<file path="src/verilog/tsp_regs.vh">
// Constants for the thermometer serial and pulse output block
`ifndef TSP_REGS_VH
`define TSP_REGS_VH
`define TSP_CLK_HZ          100000000
`define TSP_FALL_DELAY_NS   300
`define TSP_FALL_DELAY_CYC  ((`TSP_FALL_DELAY_NS * (`TSP_CLK_HZ / 1000000) + 999) / 1000)
`define TSP_TIMEOUT_L_US    30000
`define TSP_TIMEOUT_H_US    45
`define TSP_REQ_US          2000
`define TSP_WAKE_MS         80
`define TSP_FIRST_RES_MS    200
`define TSP_US_CYC          (`TSP_CLK_HZ / 1000000)
`define TSP_CMD_RAM         3'h0
`define TSP_CMD_EEPROM      3'h1
`define TSP_CMD_FLAGS       8'hF0
`define TSP_CMD_SLEEP       8'hFF
`define TSP_FLAG_BUSY_BIT   7
`define TSP_FLAG_DEAD_BIT   5
`define TSP_FLAG_INIT_BIT   4
`define TSP_SRC_TA_OBJ1     2'h0
`define TSP_SRC_TA_OBJ2     2'h1
`define TSP_SRC_OBJ2        2'h2
`define TSP_SRC_OBJ1_OBJ2   2'h3
`define TSP_REG_CTRL        4'h0
`define TSP_REG_STATUS      4'h1
`define TSP_REG_TEMP_A      4'h2
`define TSP_REG_TEMP_1      4'h3
`define TSP_REG_TEMP_2      4'h4
`define TSP_REG_ADDR        4'h5
`define TSP_REG_LASTWR      4'h6
`define TSP_REG_PERIOD      4'h7
`define TSP_CTRL_RESET      32'h0000_0000
`define TSP_PERIOD_RESET    32'h0000_2000
`endif

</file>
<file path="src/verilog/tsp_top.v">
// Thermometer serial slave and pulse output with Avalon-MM register access
//
// The register offsets and register access over Avalon-MM were decided locally.
`timescale 1ns/1ps
`default_nettype none
`include "tsp_regs.vh"
module tsp_top #(
   parameter TIMEOUT_L_CYC = `TSP_TIMEOUT_L_US * `TSP_US_CYC,
   parameter TIMEOUT_H_CYC = `TSP_TIMEOUT_H_US * `TSP_US_CYC,
   parameter REQ_CYC       = `TSP_REQ_US * `TSP_US_CYC,
   parameter WAKE_CYC      = `TSP_WAKE_MS * 1000 * `TSP_US_CYC,
   parameter FIRST_RES_CYC = `TSP_FIRST_RES_MS * 1000 * `TSP_US_CYC
) (
   // Clock and reset
   input  wire        ref_clk,
   input  wire        reset,
   // Avalon-MM slave
   input  wire [3:0]  avs_address,
   input  wire        avs_read,
   input  wire        avs_write,
   input  wire [31:0] avs_writedata,
   output reg  [31:0] avs_readdata,
   output wire        avs_waitrequest,
   // Serial pins
   input  wire        scl_in,
   input  wire        sda_in,
   output wire        sda_out,
   output wire        sda_oe,
   // Status
   output wire        pulse_mode,
   output wire        asleep,
   output wire        first_result_ready
);
// ----------------------------------------------------------------
// Constants and functions
// ----------------------------------------------------------------
localparam [31:0] FD_CYC = `TSP_FALL_DELAY_CYC;
localparam [31:0] TL = TIMEOUT_L_CYC;
localparam [31:0] TH = TIMEOUT_H_CYC;
localparam [31:0] TQ = REQ_CYC;
localparam [31:0] TW = WAKE_CYC;
localparam [31:0] TF = FIRST_RES_CYC;
localparam [2:0] S_IDLE = 3'h0;
localparam [2:0] S_RX   = 3'h1;
localparam [2:0] S_TX   = 3'h2;
localparam [2:0] S_WAIT = 3'h3;
function [7:0] crc8;
   input [7:0] c;
   input       b;
   reg         f;
   begin
      f = c[7] ^ b;
      crc8 = {c[6:0], 1'b0} ^ (f ? 8'h07 : 8'h00);
   end
endfunction
// ----------------------------------------------------------------
// Registers
// ----------------------------------------------------------------
reg  [31:0] ctrl_reg;      // [0] pulse en,[1] push-pull,[3:2] src,[4] busy,[5] dead,[6] init done
reg  [15:0] temp_a_reg, temp_1_reg, temp_2_reg;
reg  [6:0]  addr_reg;
reg  [31:0] lastwr_reg;
reg  [31:0] period_reg;
reg         rd_done_reg;
assign avs_waitrequest = (avs_read | avs_write) & ~rd_done_reg;
// ----------------------------------------------------------------
// Synchronisers and edges
// ----------------------------------------------------------------
reg  [1:0] scl_s, sda_s;
reg        scl_d, sda_d;
always @(posedge ref_clk) begin
   if (reset) begin
      scl_s <= 2'h3;
      sda_s <= 2'h3;
      scl_d <= 1'b1;
      sda_d <= 1'b1;
   end else begin
      scl_s <= {scl_s[0], scl_in};
      sda_s <= {sda_s[0], sda_in};
      scl_d <= scl_s[1];
      sda_d <= sda_s[1];
   end
end
wire scl = scl_s[1];
wire sda = sda_s[1];
wire scl_rise = scl & ~scl_d;
wire scl_fall = ~scl & scl_d;
wire start_c = scl & scl_d & sda_d & ~sda;
wire stop_c  = scl & scl_d & ~sda_d & sda;
// ----------------------------------------------------------------
// Serial engine
// ----------------------------------------------------------------
reg  [2:0]  st_reg;
reg  [3:0]  bit_reg;
reg  [7:0]  sh_reg;
reg  [7:0]  crc_reg;
reg  [2:0]  byte_reg;
reg  [7:0]  cmd_reg;
reg         rd_reg;
reg  [15:0] wdat_reg;
reg  [23:0] tx_reg;
reg         drive_low_reg;
reg         ack_pend_reg, rel_pend_reg, nack_reg;
reg  [31:0] dly_reg, tmo_reg;
reg         pulse_mode_reg, sleep_reg;
reg  [31:0] wake_reg, first_reg;
reg         first_ready_reg;
wire [4:0]  widx = cmd_reg[4:0];
reg  [15:0] word_val;
always @* begin
   word_val = 16'h0000;
   if (cmd_reg == `TSP_CMD_FLAGS) begin
      word_val[`TSP_FLAG_BUSY_BIT] = ctrl_reg[4];
      word_val[`TSP_FLAG_DEAD_BIT] = ctrl_reg[5];
      word_val[`TSP_FLAG_INIT_BIT] = ctrl_reg[6];
   end else if (cmd_reg[7:5] == `TSP_CMD_RAM) begin
      case (widx)
         5'h06:   word_val = {1'b0, temp_a_reg[15:1]};
         5'h07:   word_val = {1'b0, temp_1_reg[15:1]};
         5'h08:   word_val = {1'b0, temp_2_reg[15:1]};
         default: word_val = 16'h0000;
      endcase
   end else if (cmd_reg[7:5] == `TSP_CMD_EEPROM) begin
      word_val = (widx == lastwr_reg[20:16]) ? lastwr_reg[15:0] : 16'h0000;
   end
end
wire addr_hit = (sh_reg[7:1] == addr_reg) || (sh_reg == 8'h00);
wire cmd_ok = (sh_reg[7:6] == 2'h0) || (sh_reg == `TSP_CMD_FLAGS) || (sh_reg == `TSP_CMD_SLEEP);
wire active = (st_reg != S_IDLE);
always @(posedge ref_clk) begin
   if (reset) begin
      st_reg <= S_IDLE; bit_reg <= 4'h0; sh_reg <= 8'h00; crc_reg <= 8'h00;
      byte_reg <= 3'h0; cmd_reg <= 8'h00; rd_reg <= 1'b0; wdat_reg <= 16'h0000;
      tx_reg <= 24'h000000; drive_low_reg <= 1'b0; ack_pend_reg <= 1'b0;
      rel_pend_reg <= 1'b0; nack_reg <= 1'b0; dly_reg <= 32'h0; tmo_reg <= 32'h0;
      pulse_mode_reg <= 1'b0; sleep_reg <= 1'b0; wake_reg <= 32'h0;
      first_reg <= 32'h0; first_ready_reg <= 1'b0; lastwr_reg <= 32'h0;
   end else begin
      // First result timer runs in either pin mode, held while asleep
      if (!sleep_reg && !first_ready_reg) begin
         first_reg <= first_reg + 32'h1;
         if (first_reg >= TF) first_ready_reg <= 1'b1;
      end
      // Pulse mode left only by a long low clock request
      if (pulse_mode_reg) begin
         tmo_reg <= scl ? 32'h0 : tmo_reg + 32'h1;
         if (!scl && tmo_reg >= TQ) begin
            pulse_mode_reg <= 1'b0;
            tmo_reg <= 32'h0;
         end
      end else if (sleep_reg) begin
         wake_reg <= (scl && !sda) ? wake_reg + 32'h1 : 32'h0;
         if (wake_reg >= TW) begin
            sleep_reg <= 1'b0;
            pulse_mode_reg <= ctrl_reg[0];
            first_reg <= 32'h0;
            first_ready_reg <= 1'b0;
         end
      end else begin
         // Timeouts count clock low anywhere, high only mid-transfer
         if (scl_rise || scl_fall || start_c) tmo_reg <= 32'h0;
         else if (!scl || active) tmo_reg <= tmo_reg + 32'h1;
         // Delayed drive changes, held off the falling edge
         if (ack_pend_reg || rel_pend_reg) begin
            dly_reg <= dly_reg + 32'h1;
            if (dly_reg + 32'h1 >= FD_CYC) begin
               if (ack_pend_reg) drive_low_reg <= ~nack_reg;
               else if (st_reg == S_TX) drive_low_reg <= ~tx_reg[23];
               else drive_low_reg <= 1'b0;
               ack_pend_reg <= 1'b0; rel_pend_reg <= 1'b0;
            end
         end
         if ((!scl && tmo_reg >= TL) || (scl && active && tmo_reg >= TH)) begin
            st_reg <= S_IDLE; drive_low_reg <= 1'b0;
            ack_pend_reg <= 1'b0; rel_pend_reg <= 1'b0; tmo_reg <= 32'h0;
         end else if (start_c) begin
            st_reg <= S_RX; bit_reg <= 4'h0;
            // A repeated start keeps the command and the running PEC for the read phase
            crc_reg <= (st_reg == S_RX) ? crc_reg : 8'h00;
            byte_reg <= (st_reg == S_RX) ? byte_reg : 3'h0;
            drive_low_reg <= 1'b0;
         end else if (stop_c) begin
            if (!rd_reg && byte_reg == 3'h5 && cmd_reg[7:5] == `TSP_CMD_EEPROM)
               lastwr_reg <= {11'h000, widx, wdat_reg};
            if (!rd_reg && byte_reg == 3'h2 && cmd_reg == `TSP_CMD_SLEEP)
               sleep_reg <= 1'b1;
            st_reg <= S_IDLE; drive_low_reg <= 1'b0; rd_reg <= 1'b0;
         end else if (scl_rise && (st_reg == S_RX || st_reg == S_WAIT)) begin
            if (bit_reg < 4'h8) begin
               sh_reg <= {sh_reg[6:0], sda};
               crc_reg <= crc8(crc_reg, sda);
            end
            bit_reg <= bit_reg + 4'h1;
         end else if (scl_rise && st_reg == S_TX) begin
            if (bit_reg == 4'h8) nack_reg <= sda;
            bit_reg <= bit_reg + 4'h1;
         end else if (scl_fall && st_reg == S_RX && bit_reg == 4'h8) begin
            // Eighth fall: decide acknowledge for the received byte
            nack_reg <= 1'b1;
            ack_pend_reg <= 1'b1; dly_reg <= 32'h0;
            if (byte_reg == 3'h0 || (byte_reg == 3'h2 && rd_reg)) begin
               if (addr_hit) begin
                  nack_reg <= 1'b0;
                  rd_reg <= sh_reg[0];
               end else st_reg <= S_WAIT;
            end else if (byte_reg == 3'h1) begin
               nack_reg <= ~cmd_ok;
               cmd_reg <= sh_reg;
            end else if (byte_reg == 3'h2 || byte_reg == 3'h3) begin
               nack_reg <= 1'b0;
               wdat_reg <= (byte_reg == 3'h2) ? {wdat_reg[15:8], sh_reg}
                                              : {sh_reg, wdat_reg[7:0]};
            end else if (byte_reg == 3'h4) begin
               nack_reg <= (crc_reg != 8'h00);
            end
         end else if (scl_fall && st_reg == S_RX && bit_reg == 4'h9) begin
            // Ninth fall: release ack, or start sending the word
            bit_reg <= 4'h0;
            byte_reg <= byte_reg + 3'h1;
            rel_pend_reg <= 1'b1; dly_reg <= 32'h0;
            if (nack_reg) st_reg <= S_WAIT;
            else if ((rd_reg && (byte_reg == 3'h0 || byte_reg == 3'h2)) ||
                     (byte_reg == 3'h1 && cmd_reg == `TSP_CMD_FLAGS)) begin
               st_reg <= S_TX;
               tx_reg <= {word_val[7:0], word_val[15:8], crc_reg};
               crc_reg <= crc_reg;
            end
         end else if (scl_fall && st_reg == S_TX) begin
            if (bit_reg == 4'h8) begin
               // Release goes through the delayed path so data never moves near the fall
               nack_reg <= 1'b1;
               ack_pend_reg <= 1'b1; dly_reg <= 32'h0;
            end else if (bit_reg == 4'h9) begin
               bit_reg <= 4'h0;
               if (nack_reg || byte_reg == 3'h7) st_reg <= S_WAIT;
               else begin
                  byte_reg <= byte_reg + 3'h1;
                  rel_pend_reg <= 1'b1; dly_reg <= 32'h0;
               end
            end else begin
               tx_reg <= {tx_reg[22:0], 1'b0};
               rel_pend_reg <= 1'b1; dly_reg <= 32'h0;
            end
         end
         // PEC of the read reply is built while the reply shifts out
         if (st_reg == S_TX && scl_rise && bit_reg < 4'h8 && byte_reg < 3'h5)
            crc_reg <= crc8(crc_reg, tx_reg[23]);
         if (st_reg == S_TX && scl_fall && bit_reg == 4'h9 && byte_reg == 3'h4)
            tx_reg <= {crc_reg, 16'h0000};
      end
   end
end
// ----------------------------------------------------------------
// Pulse generator
// ----------------------------------------------------------------
reg  [31:0] pcnt_reg;
reg  [9:0]  pcode_reg;
wire [15:0] psrc = (ctrl_reg[3:2] == `TSP_SRC_OBJ1_OBJ2) ? temp_1_reg :
                   (ctrl_reg[3:2] == `TSP_SRC_OBJ2)      ? temp_2_reg : temp_a_reg;
wire [31:0] t1   = {3'h0, period_reg[31:3]};
wire [41:0] prod = {11'h000, period_reg[31:1]} * {32'h0, pcode_reg};
wire [31:0] t2   = prod[41:10];
wire [31:0] hi_len = ctrl_reg[5] ? (period_reg - t1) : (t1 + t2);
always @(posedge ref_clk) begin
   if (reset) begin
      pcnt_reg <= 32'h0;
      pcode_reg <= 10'h000;
   end else if (pcnt_reg + 32'h1 >= period_reg) begin
      pcnt_reg <= 32'h0;
      pcode_reg <= psrc[15:6];
   end else begin
      pcnt_reg <= pcnt_reg + 32'h1;
   end
end
wire pulse_hi = pcnt_reg < hi_len;
assign sda_out = pulse_mode_reg ? pulse_hi : 1'b0;
assign sda_oe  = pulse_mode_reg ? (ctrl_reg[1] | ~pulse_hi) : drive_low_reg;
assign pulse_mode = pulse_mode_reg;
assign asleep = sleep_reg;
assign first_result_ready = first_ready_reg;
// ----------------------------------------------------------------
// Avalon-MM register access, one wait cycle per access
// ----------------------------------------------------------------
always @(posedge ref_clk) begin
   if (reset) begin
      ctrl_reg <= `TSP_CTRL_RESET; period_reg <= `TSP_PERIOD_RESET;
      temp_a_reg <= 16'h0000; temp_1_reg <= 16'h0000; temp_2_reg <= 16'h0000;
      addr_reg <= 7'h5A; rd_done_reg <= 1'b0; avs_readdata <= 32'h0;
   end else begin
      rd_done_reg <= (avs_read | avs_write) & ~rd_done_reg;
      if (avs_write && rd_done_reg) begin
         case (avs_address)
            `TSP_REG_CTRL:   ctrl_reg <= avs_writedata;
            `TSP_REG_TEMP_A: temp_a_reg <= avs_writedata[15:0];
            `TSP_REG_TEMP_1: temp_1_reg <= avs_writedata[15:0];
            `TSP_REG_TEMP_2: temp_2_reg <= avs_writedata[15:0];
            `TSP_REG_ADDR:   addr_reg <= avs_writedata[6:0];
            `TSP_REG_PERIOD: period_reg <= avs_writedata;
            default: ;
         endcase
      end
      if (avs_read && !rd_done_reg) begin
         case (avs_address)
            `TSP_REG_CTRL:   avs_readdata <= ctrl_reg;
            `TSP_REG_STATUS: avs_readdata <= {25'h0, st_reg, first_ready_reg,
                                              sleep_reg, drive_low_reg, pulse_mode_reg};
            `TSP_REG_TEMP_A: avs_readdata <= {16'h0, temp_a_reg};
            `TSP_REG_TEMP_1: avs_readdata <= {16'h0, temp_1_reg};
            `TSP_REG_TEMP_2: avs_readdata <= {16'h0, temp_2_reg};
            `TSP_REG_ADDR:   avs_readdata <= {25'h0, addr_reg};
            `TSP_REG_LASTWR: avs_readdata <= lastwr_reg;
            `TSP_REG_PERIOD: avs_readdata <= period_reg;
            default:         avs_readdata <= 32'h0;
         endcase
      end
   end
end
endmodule
`default_nettype wire

</file>
<file path="config.mk">
export PLATFORM = sky130hd
export DESIGN_NAME = tsp_top
export DESIGN_NICKNAME = d
export VERILOG_FILES = /design/src/verilog/tsp_top.v
export VERILOG_INCLUDE_DIRS = /design/src /design/src/verilog
export SDC_FILE = /design/constraint.sdc
export NUM_CORES = 2
export LEC_CHECK = 0
export BUFFER_PORTS_ARGS = -buffer_cell sky130_fd_sc_hd__buf_2
export CORE_UTILIZATION = 30
export DETAILED_ROUTE_END_ITERATION = 10
export PLACE_DENSITY = 0.4
export SYNTH_ARGS = -nofsm -noshare
export SYNTH_HDL_FRONTEND = slang
export SYNTH_SLANG_ARGS = --single-unit
</file>
<file path="constraint.sdc">
create_clock -name ref_clk -period 9.9 [get_ports ref_clk]
set_clock_uncertainty 0.05 [all_clocks]
set_input_delay 0 -clock ref_clk [delete_from_list [all_inputs] [get_ports ref_clk]]
set_output_delay 0 -clock ref_clk [all_outputs]
set_load 0.01 [all_outputs]
</file>
==> flow_metrics.py <==
metrics = {
    "critical_path": {
        "max_stage_delay_ns": 0.54,
        "criticalPathCategory": "reg -> out",
        "cp.required_ns": 9.85,
        "cp.arrival_ns": 9.46,
        "cp_common_cell": "fa_1",
        "crit_path_top_delay_cell": "fa_1",
        "cp_max_fo": 9,
        "critPathLaunchType": "register",
        "critPathCaptureType": "primary output",
    },
    "die": {
        "io_pins": 80,
        "core_mm2": 0.111,
        "die_x_um": 338,
        "die_area_mm2": 0.114,
        "rows": 122,
        "initial_core_util_pct": 30.4,
        "die-height_um": 338,
    },
    "detailed_routing": {
        "vias": 28800,
        "dr.pass1.iters": 6,
        "viasPerCell": 4.99,
        "postRouteAntennaNets": 0,
        "wl_per_cell_um": 19.4,
        "drc": 0,
        "routed_wirelength_um": 112000,
        "dr.first_iter.drc_count": 1758,
    },
    "placement": {
        "gp_congestion": 0.810,
        "dp.cells": 5581,
        "hpwl_um": 82300,
        "io_buffers": 79,
    },
    "cts": {
        "htree_levels": 2,
        "clockBufferDepth": 3,
        "cts_sinks": 430,
        "clkTransAtPathRegs_ns": 0.06,
        "cts_tree": "done",
        "cts_made_buffers": 57,
        "cts-root-buf": "clkbuf_16",
        "clk_latency_ns": 0.67,
    },
    "global_routing": {
        "grt_max_degree": 188,
        "antenna_found_initial": 12,
        "grt_pass1_wl_um": 173000,
        "first_global_vias": 29100,
        "grt_usage_pct": 19.5,
        "grt_overflow_total": 0,
    },
    "power_and_ir_drop": {
        "switchingPower_uw": 1050,
        "power_density_mw_per_mm2": 107,
        "power_frac_seq_pct": 41.8,
        "switching_share_pct": 24.8,
        "irDropWorstVdd_mv": 0.133,
        "p_total_uw": 4220,
        "p_comb_share_pct": 5.2,
        "p_leak_uw": 0.0167,
        "power_frac_clock_pct": 53.0,
        "intPower_uw": 3180,
    },
    "sta": {
        "maxSlewViolCount": 0,
        "final.period_utilization_pct": 96.0,
        "fin_crit_ns": 9.51,
        "hold_violations": 0,
        "finalSetupViolations": 0,
        "slew_headroom_pct": 11.7,
        "worst_pin_slew_ns": 1.31,
        "max_freq_mhz": 105,
        "tns_ns": 0,
    },
    "yosys": {
        "yosysSeqAreaShare_pct": 25.5,
        "netlist_area_mm2": 0.0338,
        "ys_warn_count": 0,
        "ys_types": 92,
        "ys_top_cells_by_count": "nand2_1 (548), dfxtp_1 (430), nor2_1 (385)",
        "synthTopCellsByArea": "dfxtp_1 (25%), fa_1 (14%), ha_1 (8.3%)",
        "synthArstFlopShare_pct": 0,
        "dominantRegCellSynth": "dfxtp_1",
        "syn_inst": 4156,
        "synth_seq_cells": 430,
        "synth_top_area_share_pct": 25.5,
        "synth_nets": 4652,
        "synth_area_leader_cell": "dfxtp_1",
        "yosysMostFrequentCell": "nand2_1",
        "synth-edff-count": 0,
        "avgSynthCellArea_um2": 8.13,
    },
    "flow_run": {
        "cap_violations": 0,
    },
    "status": {
        "outcome": "complete, no violations",
    },
    "layout": {
        "drive_gt1_share_pct": 10.2,
        "fillers": 11800,
        "areaGrowthSynthToFinish_pct": 16.2,
        "nets": 4724,
        "fin_cells": 5764,
    },
    "min_path": {
        "min_path_type": "in -> reg",
    },
}
-- what timing repair did --
item	in CTS	in global routing
pin swaps	4	60
endpoints found under the hold margin	189	0
resized for setup	31	114
hold buffers	47	0
endpoints found under the setup margin	2	2
setup buffers	1	26
gates cloned	0	2
-- critical path, delay by kind of cell (launching register included) --
family,cells,cell delay [ns]
AND/OR/NAND/NOR,6,0.82
XOR/XNOR,1,0.20
adder cells (fa/ha/maj),8,3.45
AO/OA/AOI/OAI,16,3.26
flip-flops,1,0.38
buffers and inverters,7,0.69
-- final timing paths --
check / from / to / slack (ns) / cells after the start
setup / recovery: pcode_reg[3] / sda_oe / 0.39 / 38
hold / removal: avs_writedata[30] / ctrl_reg[30] / 0.10 / 4
setup reg to reg: pcnt_reg[0] / pcnt_reg[2] / 5.24 / 18
hold reg to reg: sda_s[0] / sda_s[1] / 0.36 / 1
-- layout by cell type (no fill, tap or decap), drive strengths merged, types with 88 or more instances in the layout --
cell,n
dfxtp,430
fa,231
a21oi,334
xnor2,114
buf,196
inv,280
and2,176
nor3,88
nand3,107
xor2,104
nor2,387
nand2,548
mux2i,108
ha,223
o21ai,161
-- area by class of cell --
| class | instances | area, um2 | share of cell area (%) |
|---|---|---|---|
| Clock inverter | 27 | 399 | 1.02 |
| Timing Repair Buffer | 245 | 1960 | 4.98 |
| Tap cell | 1488 | 1860 | 4.74 |
| Inverter | 277 | 1040 | 2.65 |
| Multi-Input combinational cell | 3217 | 23700 | 60.4 |
| Sequential cell | 430 | 8670 | 22.1 |
| Clock buffer | 74 | 1610 | 4.10 |
| Antenna cell | 6 | 15.0 | 0.0382 |
-- routing by layer --
metal,vias up,global-route usage [%],routed length (um)
met1,14000,26.5,53000
met3,141,2.99,4280
met4,16,5.78,3190
met5,-,0,93
met2,404,31.8,51300
li1,14200,-,-
-- through the flow --
step                      worst slack [ns]  hold slack [ns]  area [um2]  utilization (%)
after floorplan                       1.26           0.0538       33800                -
after global placement               0.253            0.138       35900             32.3
after detailed placement             0.129            0.140       35900             32.3
after CTS                          0.00183           0.0284       38500             34.6
after global routing               -0.0458           0.0813       39300             35.3
final                                0.393            0.104       39300             35.3
-- power by group through the flow --
stage                     Sequential, uW  Combinational [uW]  Clock, uW
after floorplan                     1800                 120          0
after global placement              1800                 207          0
after detailed placement            1800                 206          0
after CTS                           1770                 222       2310
after global routing                1770                 243       2370
final                               1760                 220       2240
-- cells by family after synthesis --
logic type | after synthesis | share of synthesized area (%)
fa+ha+maj | 454 | 21.9
simple gates | 1618 | 22.8
mux | 114 | 3.43
compound gates | 813 | 14.9
xor+xnor | 218 | 5.65
buf+inv | 509 | 5.78
flops | 430 | 25.5
(Power assumes the default switching activity.)
